$ cat config.mk
export PLATFORM = sky130hd
export DESIGN_NAME = wdcs_top
export DESIGN_NICKNAME = d
export VERILOG_FILES = /design/src/inc/wdcs_pkg.sv /design/src/rtl/wdcs_tick_div.sv /design/src/rtl/wdcs_tick_sync.sv /design/src/rtl/wdcs_top.sv
export SDC_FILE = /design/constraint.sdc
export NUM_CORES = 1
export LEC_CHECK = 0
export ABC_AREA = 1
export BUFFER_PORTS_ARGS = -buffer_cell sky130_fd_sc_hd__buf_2
export CORE_MARGIN = 4
export CORE_UTILIZATION = 55
export CTS_CLUSTER_DIAMETER = 150
export DETAILED_ROUTE_END_ITERATION = 16
export GPL_ROUTABILITY_DRIVEN = 1
export PLACE_DENSITY = 0.84
export SYNTH_ARGS = -nofsm -noshare
export SYNTH_HDL_FRONTEND = slang
export SYNTH_SLANG_ARGS = --single-unit
$ cat constraint.sdc
create_clock -name core_clk -period 3.1 [get_ports core_clk]
set_input_delay 0.465 -clock core_clk [delete_from_list [all_inputs] [get_ports core_clk]]
set_output_delay 0.465 -clock core_clk [all_outputs]
set_load 0.05 [all_outputs]
$ cat src/inc/wdcs_pkg.sv
// shared constants and types of the watchdog control and status block
package wdcs_pkg;
  // ----------------------------------------
  // timing
  // ----------------------------------------
  localparam int CLK_HZ = 100_000_000;
  localparam int WDT_HZ = 1000;
  localparam int TICK_CYCLES = CLK_HZ / WDT_HZ;
  localparam int SYNC_TICKS = 3;
  localparam int UNLOCK_CYCLES = 4;
  localparam int CNT_W = 14;
  // ----------------------------------------
  // register map
  // ----------------------------------------
  localparam logic [3:0] OFS_CTRL = 4'h0;
  localparam logic [3:0] OFS_STATUS = 4'h1;
  localparam logic [3:0] OFS_EVT_STAT = 4'h2;
  localparam logic [3:0] OFS_EVT_CLR = 4'h3;
  localparam logic [3:0] OFS_EVT_EN = 4'h4;
  localparam int LOCK_BIT = 7;
  localparam int BUSY_BIT = 0;
  localparam logic [7:0] CTRL_RST = 8'h00;
  localparam logic [7:0] STATUS_RST = 8'h00;
  localparam logic [3:0] EVT_RST = 4'h0;
  localparam logic [3:0] CODE_OFF = 4'h0;
  localparam logic [3:0] CODE_MAX = 4'hB;
  // ----------------------------------------
  // events
  // ----------------------------------------
  localparam int EVT_W = 4;
  localparam int EVT_TIMEOUT = 0;
  localparam int EVT_EARLY = 1;
  localparam int EVT_DROP = 2;
  localparam int EVT_SYNC = 3;
  // ----------------------------------------
  // types
  // ----------------------------------------
  typedef struct packed {
    logic [3:0] window;
    logic [3:0] period;
  } wdcs_ctrl_t;
  typedef enum logic [3:0] {
    ST_OFF = 4'b0001,
    ST_FIRST = 4'b0010,
    ST_CLOSED = 4'b0100,
    ST_OPEN = 4'b1000
  } wdcs_state_t;
  // reserved codes saturate at the longest length
  function automatic logic [CNT_W-1:0] wdcs_len(input logic [3:0] code);
    logic [3:0] c;
    c = (code > CODE_MAX) ? CODE_MAX : code;
    wdcs_len = CNT_W'(14'h0008 << (c - 4'h1));
  endfunction : wdcs_len
endpackage : wdcs_pkg

$ cat src/rtl/wdcs_tick_div.sv
// divider making the slow watchdog tick enable
module wdcs_tick_div #(
  parameter int DIV = wdcs_pkg::TICK_CYCLES
) (
  input wire logic core_clk,
  input wire logic rst,
  output logic tick
);
  logic [31:0] cnt_r;
  logic [31:0] cnt_nxt;
  logic tick_nxt;

  always_comb begin
    tick_nxt = (cnt_r == 32'(DIV - 1));
    cnt_nxt = tick_nxt ? 32'h0 : cnt_r + 32'h1;
  end

  always_ff @(posedge core_clk) begin
    if (rst) begin
      cnt_r <= 32'h0;
      tick <= 1'b0;
    end else begin
      cnt_r <= cnt_nxt;
      tick <= tick_nxt;
    end
  end
endmodule : wdcs_tick_div

$ cat src/rtl/wdcs_tick_sync.sv
// models a crossing into the slow domain: busy for a number of ticks
module wdcs_tick_sync #(
  parameter int TICKS = wdcs_pkg::SYNC_TICKS
) (
  input wire logic core_clk,
  input wire logic rst,
  input wire logic tick,
  input wire logic start,
  output logic busy,
  output logic done
);
  logic [3:0] cnt_r;
  logic [3:0] cnt_nxt;
  logic busy_nxt;
  logic done_nxt;

  // start while busy is ignored; the caller sees busy
  always_comb begin
    cnt_nxt = cnt_r;
    busy_nxt = busy;
    done_nxt = 1'b0;
    if (!busy && start) begin
      busy_nxt = 1'b1;
      cnt_nxt = 4'h0;
    end else if (busy && tick) begin
      cnt_nxt = cnt_r + 4'h1;
      if (cnt_r == 4'(TICKS - 1)) begin
        busy_nxt = 1'b0;
        done_nxt = 1'b1;
      end
    end
  end

  always_ff @(posedge core_clk) begin
    if (rst) begin
      cnt_r <= 4'h0;
      busy <= 1'b0;
      done <= 1'b0;
    end else begin
      cnt_r <= cnt_nxt;
      busy <= busy_nxt;
      done <= done_nxt;
    end
  end
endmodule : wdcs_tick_sync

$ cat src/rtl/wdcs_top.sv
// watchdog control and status registers with the watchdog timer itself
// What this block does
// (RL1) high control nibble nonzero enables window mode; codes 1..B give 8..8K closed ticks
// (RL2) low control nibble nonzero enables watchdog; codes 1..B give 8..8K timeout
// (RL3) lock set makes control read-only, so watchdog cannot be disabled
// (RL4) lock may be set by software or at boot (RL5); cleared only in debug mode
// (RL5) nonzero period after boot sets lock automatically
// (RL6) busy flag set on control write, clears once value reaches slow domain
// (RL7) lock and control writes need the unlock sequence just before
// (RL8) busy flag is read-only and readable without unlock
// (RL9) control at offset 0, status at offset 1, status resets to zero
// (RL10) software writes the key then the protected bit within four instructions
// (RL11) software does not write control while busy reads one
// (RL12) refresh in closed window or no refresh in time issues system reset
// (RL13) refresh takes two to three ticks to sync; another meanwhile is ignored
// (RL14) durations count slow ticks, restarting on each accepted refresh
//
// The implementer's own choice: the strobed register port.
module wdcs_top #(
  parameter int TICK_DIV = wdcs_pkg::TICK_CYCLES
) (
  input wire logic core_clk,
  input wire logic rst,
  input wire logic [3:0] addr,
  input wire logic [7:0] wdata,
  input wire logic wr_en,
  input wire logic rd_en,
  output logic [7:0] rdata,
  input wire logic protected_write_unlock,
  input wire logic watchdog_refresh,
  input wire logic debug_mode,
  input wire logic boot_done,
  input wire logic [7:0] boot_config_fuse,
  output logic sys_reset_req,
  output logic irq
);
  // ----------------------------------------
  // slow tick and crossings
  // ----------------------------------------
  logic tick;
  logic csync_start;
  logic csync_busy;
  logic csync_done;
  logic rsync_start;
  logic rsync_busy;
  logic rsync_done;

  wdcs_tick_div #(.DIV(TICK_DIV)) u_div (
    .core_clk(core_clk),
    .rst(rst),
    .tick(tick)
  );

  wdcs_tick_sync #(.TICKS(wdcs_pkg::SYNC_TICKS)) u_csync (
    .core_clk(core_clk),
    .rst(rst),
    .tick(tick),
    .start(csync_start),
    .busy(csync_busy),
    .done(csync_done)
  );

  wdcs_tick_sync #(.TICKS(wdcs_pkg::SYNC_TICKS)) u_rsync (
    .core_clk(core_clk),
    .rst(rst),
    .tick(tick),
    .start(rsync_start),
    .busy(rsync_busy),
    .done(rsync_done)
  );

  // ----------------------------------------
  // register group
  // ----------------------------------------
  wdcs_pkg::wdcs_ctrl_t ctrl_r, ctrl_nxt;
  wdcs_pkg::wdcs_ctrl_t act_r, act_nxt;
  logic lock_r, lock_nxt;
  logic [2:0] unl_r, unl_nxt;
  logic [3:0] evt_r, evt_nxt;
  logic [3:0] en_r, en_nxt;
  logic [7:0] rdata_nxt;
  logic irq_nxt;
  logic [7:0] status;
  logic unlocked;
  logic wr_ctrl_ok;
  logic [3:0] evt_set;
  logic boot_r;

  assign unlocked = (unl_r != 3'h0);
  assign status = {lock_r, 6'h00, csync_busy}; // RL8 RL9
  // writes during busy would be lost in the crossing, so they are dropped
  assign wr_ctrl_ok = wr_en && addr == wdcs_pkg::OFS_CTRL && unlocked
                      && !lock_r && !csync_busy; // RL3 RL7 RL11
  assign csync_start = wr_ctrl_ok; // RL6

  always_comb begin
    ctrl_nxt = ctrl_r;
    act_nxt = act_r;
    lock_nxt = lock_r;
    en_nxt = en_r;
    evt_nxt = evt_r;
    rdata_nxt = 8'h00;
    unl_nxt = (unl_r != 3'h0) ? unl_r - 3'h1 : 3'h0;
    if (protected_write_unlock) begin
      unl_nxt = 3'(wdcs_pkg::UNLOCK_CYCLES);
    end
    if (boot_done && !boot_r) begin
      ctrl_nxt = boot_config_fuse;
      act_nxt = boot_config_fuse;
      if (boot_config_fuse[3:0] != wdcs_pkg::CODE_OFF) begin
        lock_nxt = 1'b1; // RL5
      end
    end else if (wr_ctrl_ok) begin
      ctrl_nxt = wdata; // RL1 RL2
    end
    if (csync_done) begin
      act_nxt = ctrl_r; // RL6
    end
    if (wr_en && addr == wdcs_pkg::OFS_STATUS && unlocked) begin // RL7
      if (wdata[wdcs_pkg::LOCK_BIT]) begin
        lock_nxt = 1'b1; // RL4
      end else if (debug_mode) begin
        lock_nxt = 1'b0; // RL4
      end
    end
    if (wr_en && addr == wdcs_pkg::OFS_EVT_EN) begin
      en_nxt = wdata[3:0];
    end
    // a new event wins over a clear in the same cycle
    if (wr_en && addr == wdcs_pkg::OFS_EVT_CLR) begin
      evt_nxt = evt_r & ~wdata[3:0];
    end
    evt_nxt = evt_nxt | evt_set;
    if (rd_en) begin
      if (addr == wdcs_pkg::OFS_CTRL) begin
        rdata_nxt = ctrl_r; // RL9
      end else if (addr == wdcs_pkg::OFS_STATUS) begin
        rdata_nxt = status; // RL8
      end else if (addr == wdcs_pkg::OFS_EVT_STAT) begin
        rdata_nxt = {4'h0, evt_r};
      end else if (addr == wdcs_pkg::OFS_EVT_EN) begin
        rdata_nxt = {4'h0, en_r};
      end else begin
        rdata_nxt = 8'h00;
      end
    end
    irq_nxt = |(evt_nxt & en_nxt);
  end

  always_ff @(posedge core_clk) begin
    if (rst) begin
      ctrl_r <= wdcs_pkg::CTRL_RST;
      act_r <= wdcs_pkg::CTRL_RST;
      lock_r <= wdcs_pkg::STATUS_RST[wdcs_pkg::LOCK_BIT]; // RL9
      unl_r <= 3'h0;
      evt_r <= wdcs_pkg::EVT_RST;
      en_r <= wdcs_pkg::EVT_RST;
      rdata <= 8'h00;
      irq <= 1'b0;
      boot_r <= 1'b0;
    end else begin
      ctrl_r <= ctrl_nxt;
      act_r <= act_nxt;
      lock_r <= lock_nxt;
      unl_r <= unl_nxt;
      evt_r <= evt_nxt;
      en_r <= en_nxt;
      rdata <= rdata_nxt;
      irq <= irq_nxt;
      boot_r <= boot_r | boot_done;
    end
  end

  // ----------------------------------------
  // watchdog group
  // ----------------------------------------
  wdcs_pkg::wdcs_state_t st_r, st_nxt;
  logic [wdcs_pkg::CNT_W-1:0] cnt_r, cnt_nxt;
  logic [wdcs_pkg::CNT_W-1:0] cnt_inc;
  logic rst_req_nxt;
  logic win_on;

  assign win_on = (act_r.window != wdcs_pkg::CODE_OFF); // RL1
  assign cnt_inc = cnt_r + 14'h0001;
  assign rsync_start = watchdog_refresh && st_r != wdcs_pkg::ST_OFF; // RL13
  assign evt_set = {csync_done, watchdog_refresh && rsync_busy, // RL13
                    st_r == wdcs_pkg::ST_CLOSED && rsync_done, rst_req_nxt};

  always_comb begin
    st_nxt = st_r;
    cnt_nxt = cnt_r;
    rst_req_nxt = 1'b0;
    if (act_r.period == wdcs_pkg::CODE_OFF) begin
      st_nxt = wdcs_pkg::ST_OFF; // RL2
      cnt_nxt = 14'h0000;
    end else if (debug_mode) begin
      // halted cpu: counter cleared, closed window skipped after resume
      st_nxt = wdcs_pkg::ST_FIRST;
      cnt_nxt = 14'h0000;
    end else begin
      case (st_r)
        wdcs_pkg::ST_OFF: begin
          st_nxt = wdcs_pkg::ST_FIRST; // RL2
          cnt_nxt = 14'h0000;
        end
        wdcs_pkg::ST_CLOSED: begin
          if (rsync_done) begin
            rst_req_nxt = 1'b1; // RL12
            st_nxt = wdcs_pkg::ST_FIRST;
            cnt_nxt = 14'h0000;
          end else if (tick) begin
            cnt_nxt = cnt_inc; // RL14
            if (cnt_inc == wdcs_pkg::wdcs_len(act_r.window)) begin // RL1
              st_nxt = wdcs_pkg::ST_OPEN;
              cnt_nxt = 14'h0000;
            end
          end
        end
        default: begin
          if (rsync_done) begin
            st_nxt = win_on ? wdcs_pkg::ST_CLOSED : wdcs_pkg::ST_FIRST; // RL1
            cnt_nxt = 14'h0000; // RL14
          end else if (tick) begin
            cnt_nxt = cnt_inc; // RL14
            if (cnt_inc == wdcs_pkg::wdcs_len(act_r.period)) begin // RL2
              rst_req_nxt = 1'b1; // RL12
              st_nxt = wdcs_pkg::ST_FIRST;
              cnt_nxt = 14'h0000;
            end
          end
        end
      endcase
    end
  end

  always_ff @(posedge core_clk) begin
    if (rst) begin
      st_r <= wdcs_pkg::ST_OFF;
      cnt_r <= 14'h0000;
      sys_reset_req <= 1'b0;
    end else begin
      st_r <= st_nxt;
      cnt_r <= cnt_nxt;
      sys_reset_req <= rst_req_nxt;
    end
  end
endmodule : wdcs_top

## Word-level counts from Yosys, hierarchy flattened

Cells that the tools add are included.

- Bits in registers: 102
- Bits in latches: 0
- Bits in writable memories: 0
- ROM bits: 0
- Bits of input ports: 28
- Output and inout port bits: 10
- Logic and storage cells: 160
- Memories kept: 0

- Add/sub/neg operators: 7
- Multipliers: 0
- Div/mod/pow operators: 0
- $lt $le $gt $ge: 2
- Eq/ne operators: 16
- Shift operators: 2
- Multiplexer cells: 50
- Bitwise logic cells: 9
- Reduce and logical (&&, ||, !) cells: 50

Operators by type and width:

| cell | number |
|---|---|
| $mux W14 | 6 |
| $mux W4 | 12 |
| $mux W8 | 6 |
| $add A32 B1 Y32 const B | 1 |
| $eq A32 B17 Y1 const B | 1 |
| $eq A14 B14 Y1 | 2 |
| $pmux W14 S2 | 1 |
| $shl A4 B4 Y14 const A | 2 |
| $mux W1 | 19 |
| $eq A4 B2 Y1 const B | 4 |
| $logic_and A1 B1 Y1 | 16 |
| $reduce_bool A4 Y1 | 4 |
| $add A14 B1 Y14 const B | 1 |
| $reduce_bool A2 Y1 | 6 |
| $reduce_or A3 Y1 | 4 |
| $reduce_or A2 Y1 | 5 |
| $mux W3 | 3 |
| $add A4 B1 Y4 const B | 2 |
| $and A4 B4 Y4 | 2 |
| $eq A4 B1 Y1 const B | 2 |
| $eq A4 B3 Y1 const B | 2 |
| $gt A4 B4 Y1 const B | 2 |
| $logic_not A4 Y1 | 2 |
| $ne A4 B2 Y1 const B | 2 |
| other kinds (17) | 29 |

## Longest topological paths before layout

- Word-level depth: 14
- Depth in mapped cells: 18
- Mapped depth without buffers: 18

## Cells and area by module

A second synthesis with hierarchy kept.

- Cell total of the unflattened synthesis: 1044
- Area total of the unflattened synthesis: 6367.4 sq um

By module, submodules not included:

| module | times used | cells an instance | area each (sq um) | seq. area each (sq um) |
|---|---|---|---|---|
| wdcs_top | 1 | 633 | 3827.4 | 1141.1 |
| wdcs_tick_div | 1 | 331 | 1981.9 | 660.6 |
| wdcs_tick_sync | 2 | 40 | 279.0 | 120.1 |

## Worst setup path before layout

No wires, ideal clock.

- Path kind: register to register
- Start point: register cnt_r[1] (netlist name)
- End point: register cnt_r[9] (netlist name)
- Setup time: 0.110 ns
- Arrival: 1.797 ns
- Required time: 2.990 ns
- Setup slack: 1.193 ns
- Stages on the path, launching flop included: 17
- Buffers on the path: 0
- Clock period less this slack: 1.907 ns
- Path through: dfxtp_1 ha_1 nand3_1 o21ai_1 nand2_1 nand2_1 nand2_1 nor2_1 nand2_1 nor2_2 nand3_2 nand3_4 nand2_2 nand2_1 nand2_1 nand3_1 inv_1

- Longest elaborated chain between the ends: 6
- Elaborated cells on any way between the ends: 10
- Classes of those cells: add/sub (1); eq/ne (2); mux (7)

RTL lines:

| what | RTL line | text |
|---|---|---|
| start: declaration | wdcs_top.sv:178 | `logic [wdcs_pkg::CNT_W-1:0] cnt_r, cnt_nxt;` |
| start signal: assignment | wdcs_top.sv:243 | `cnt_r <= cnt_nxt;` |
| $add A14 B1 Y14 * | wdcs_top.sv:184 | `assign cnt_inc = cnt_r + 14'h0001;` |
| $eq A14 B14 Y1 (on tied branches) | wdcs_top.sv:225, wdcs_top.sv:213 |  |
| $mux W14 (on tied branches) | wdcs_top.sv:225, wdcs_top.sv:213 |  |
| $mux W14 (on tied branches) | wdcs_top.sv:223, wdcs_top.sv:211 |  |
| $mux W14 (on tied branches) | wdcs_top.sv:220, wdcs_top.sv:207 |  |
| $pmux W14 S2 * | wdcs_top.sv:201 | `case (st_r)` |

Mark *: on every way between the ends. The rest lies on a longest branch, timed or not. The select of a mux whose other input is x is not followed.
A chain may end at the register's enable or synchronous reset.

## Final worst setup path

Same ends and word-level chain as after synthesis.

==> flow_summary.yaml <==
sta:
  fin_skew_ns: 0.0115
  setup_violations: 0
  finalHoldViolCount: 0
  tightestPinTransition_ns: 0.713
  setup_tns_ns: 0
  hold-worst-slack_ns: 0.290
  relSlewSlack_pct: 52.0
  max_freq_mhz: 439
  setup_ws_ns: 0.824
  rsz0062_at_grt: "false"
  period_needed_ns: 2.28
  fin_crit_sh_pct: 73.4
  final-max-slew-violation-count: 0
cells_and_area:
  diodes: 0
  drive_gt1_share_pct: 11.2
  post-route-util_pct: 62.7
  area_delta_synth_final_pct: 9.12
  fin_nets: 941
flow_run:
  maxCapViolations: 0
power_and_ir_drop:
  vdd_drop_max_mv: 0.399
  p_per_area_mw_per_mm2: 413
  p_leak_uw: 0.00258
clock_network:
  ctsLongestPathBuffers: 2
  cts_resized: 0
  cts_tree: "done"
  clk_latency_ns: 0.38
  clk_pin_slew_worst_paths_ns: 0.10
  cts_root_buffer: "clkbuf_8"
  ctsHoldBuffers: 0
  cts_htree_levels: 3
  post_cts_buffers: 0
  clock_sinks: 102
  numCtsBuffers: 9
die:
  fp-row-count: 36
  dieWidth_um: 110
  io_pins: 38
  die_y_um: 110
  dieArea_mm2: 0.0121
  start_util_pct: 57.5
  core_mm2: 0.00995
critical_path:
  crit_path_max_fanout: 6
  worstPathArrival_ns: 2.57
  startpoint_type: "register"
  crit_type: "register to register"
  worstSetupEndpointType: "register"
  cp.required_ns: 3.39
  crit_path_max_incr_delay_ns: 0.40
  cp_slowest_cell: "dfxtp_1"
  worstPathCellList: "ha_1 -> nand2_1 -> nor2_4 -> nand2_1 -> nand3_1 -> nand2_1 -> nor2_1 -> nand2_1 -> nor2_2 -> nand3_2 -> nand3_4 -> nand2_2 -> nand2_1 -> nand2_1 -> nand3_1 -> inv_1"
  crit_path_frequent_cell: "nand2_1"
  r2r_setup_slack_ns: 0.82
placement:
  place_congestion: 1.03
  portBuffers: 37
  pre_cts_slack_ns: 0.885
  dp_hpwl_mm: 10.5
logic_synthesis:
  synth.distinct_cells: 43
  synth_area_mm2: 0.00572
  synth_nets: 904
  yosysWarnings: 0
  ys.flop_type: "dfxtp_1"
  synth_commonest_cells: "nand2_1 (211), nor2_1 (121), inv_1 (114)"
  synth_area_leaders: "dfxtp_1 (36%), nand2_1 (14%), nor2_1 (7.9%)"
  yosysTopAreaCellShare_pct: 35.7
  syn_inst: 867
  synth_seq_cells: 102
  syn_avg_cell_area_um2: 6.60
  synth_edf_count: 0
  ys_seq_area_share_pct: 35.7
  async_reset_ff_share_pct: 0
  yosysTopAreaCell: "dfxtp_1"
  synth_most_common_cell: "nand2_1"
drt:
  routed_wl_mm: 13.7
  drt_pass1_iterations: 5
  drtAntennaViolNets: 0
  post_drt_wl_per_cell_um: 13.2
  drt-initial-drc-count: 413
  drc: 0
  viasPerCell: 5.43
  via_count: 5657
hold_path:
  hold_path_class: "primary input to register"
status:
  status: "finished, final reports clean"
grt:
  grtUsageTotal_pct: 24.0
  grt-ovfl-total: 0
  grt_max_degree: 33
  antenna_found_initial: 0
  first_global_vias: 5127
  grt_pass1_wl_mm: 23.1
[flip-flops by register name, indices dropped and copies added (netlist names)]
signal and count:
u_div.cnt_r 32, rdata 8, st_r 4, u_csync.busy 1, u_rsync.done 1, u_rsync.cnt_r 4, en_r 4, lock_r 1
ctrl_r 8, u_rsync.busy 1, unl_r 3, u_csync.cnt_r 4, irq 1, cnt_r 14, boot_r 1, act_r 8
evt_r 4, u_div.tick 1, sys_reset_req 1, u_csync.done 1
[routing by layer]
layer | wire, um | GRT usage (%) | vias to the layer above
met5 | 0 | 0 | -
met1 | 6350 | 32.2 | 2520
li1 | - | - | 2898
met2 | 5940 | 36.9 | 208
met3 | 1120 | 7.05 | 31
met4 | 301 | 8.46 | 0
[stage by stage]
stage          total power, uW  cells  instance area [um^2]
2_1_floorplan             1630    867                  5720
3_3_place_gp              1710   1026                  6040
3_5_place_dp              1720   1026                  6040
4_1_cts                   2600   1042                  6240
5_1_grt                   2700   1042                  6240
6_report                  2580   1042                  6240
[logic make-up after synthesis]
kind of cell,synth area share (%)
AND/OR/NAND/NOR,42.7
buffers and inverters,8.77
XOR/XNOR,1.68
AO/OA/AOI/OAI,8.99
adder cells (fa/ha/maj),1.97
multiplexers,0.175
flip-flops,35.7
[final timing paths]
kind	start	to	depth (start not counted)
worst max-delay path	cnt_r[1]	cnt_r[9]	16
worst min-delay path	rst	sys_reset_req	2
worst max register to register	cnt_r[1]	cnt_r[9]	16
worst min register to register	unl_r[0]	unl_r[0]	1
[layout make-up]
class	count	area, um^2
clock buffer	11	141
clock inverter	5	66.3
fill	905	3710
inverter	117	442
multi-input combinational	634	3180
sequential	102	2040
tap	133	166
timing repair buffer	40	208
[worst max-delay path: cells and delay by family (launching register included)]
family | cells | cell delay (ns)
simple gates | 14 | 1.48
flops | 1 | 0.40
fa+ha+maj | 1 | 0.25
buf+inv | 1 | 0.04
[where the power goes]
part / switching, uW / internal (uW) / leakage [uW]
logic: 223 / 99.5 / 0.00165
registers: 30.3 / 1340 / 0.000827
clock network: 480 / 406 / 0.000102
[layout by cell type, fill, tap and decap left out, drive strengths merged, types with 11 or more instances in the layout]
master  Yosys  layout
nor4       13      13
nor2      135     135
o21ai      24      24
nand3      63      63
clkbuf      7      11
nor3       36      36
nand2     227     227
a31oi      18      18
nand4      24      24
a21oi      37      37
buf         7      40
inv       116     118
dfxtp     102     102
No activity file was read; power rests on OpenSTA's default activity.
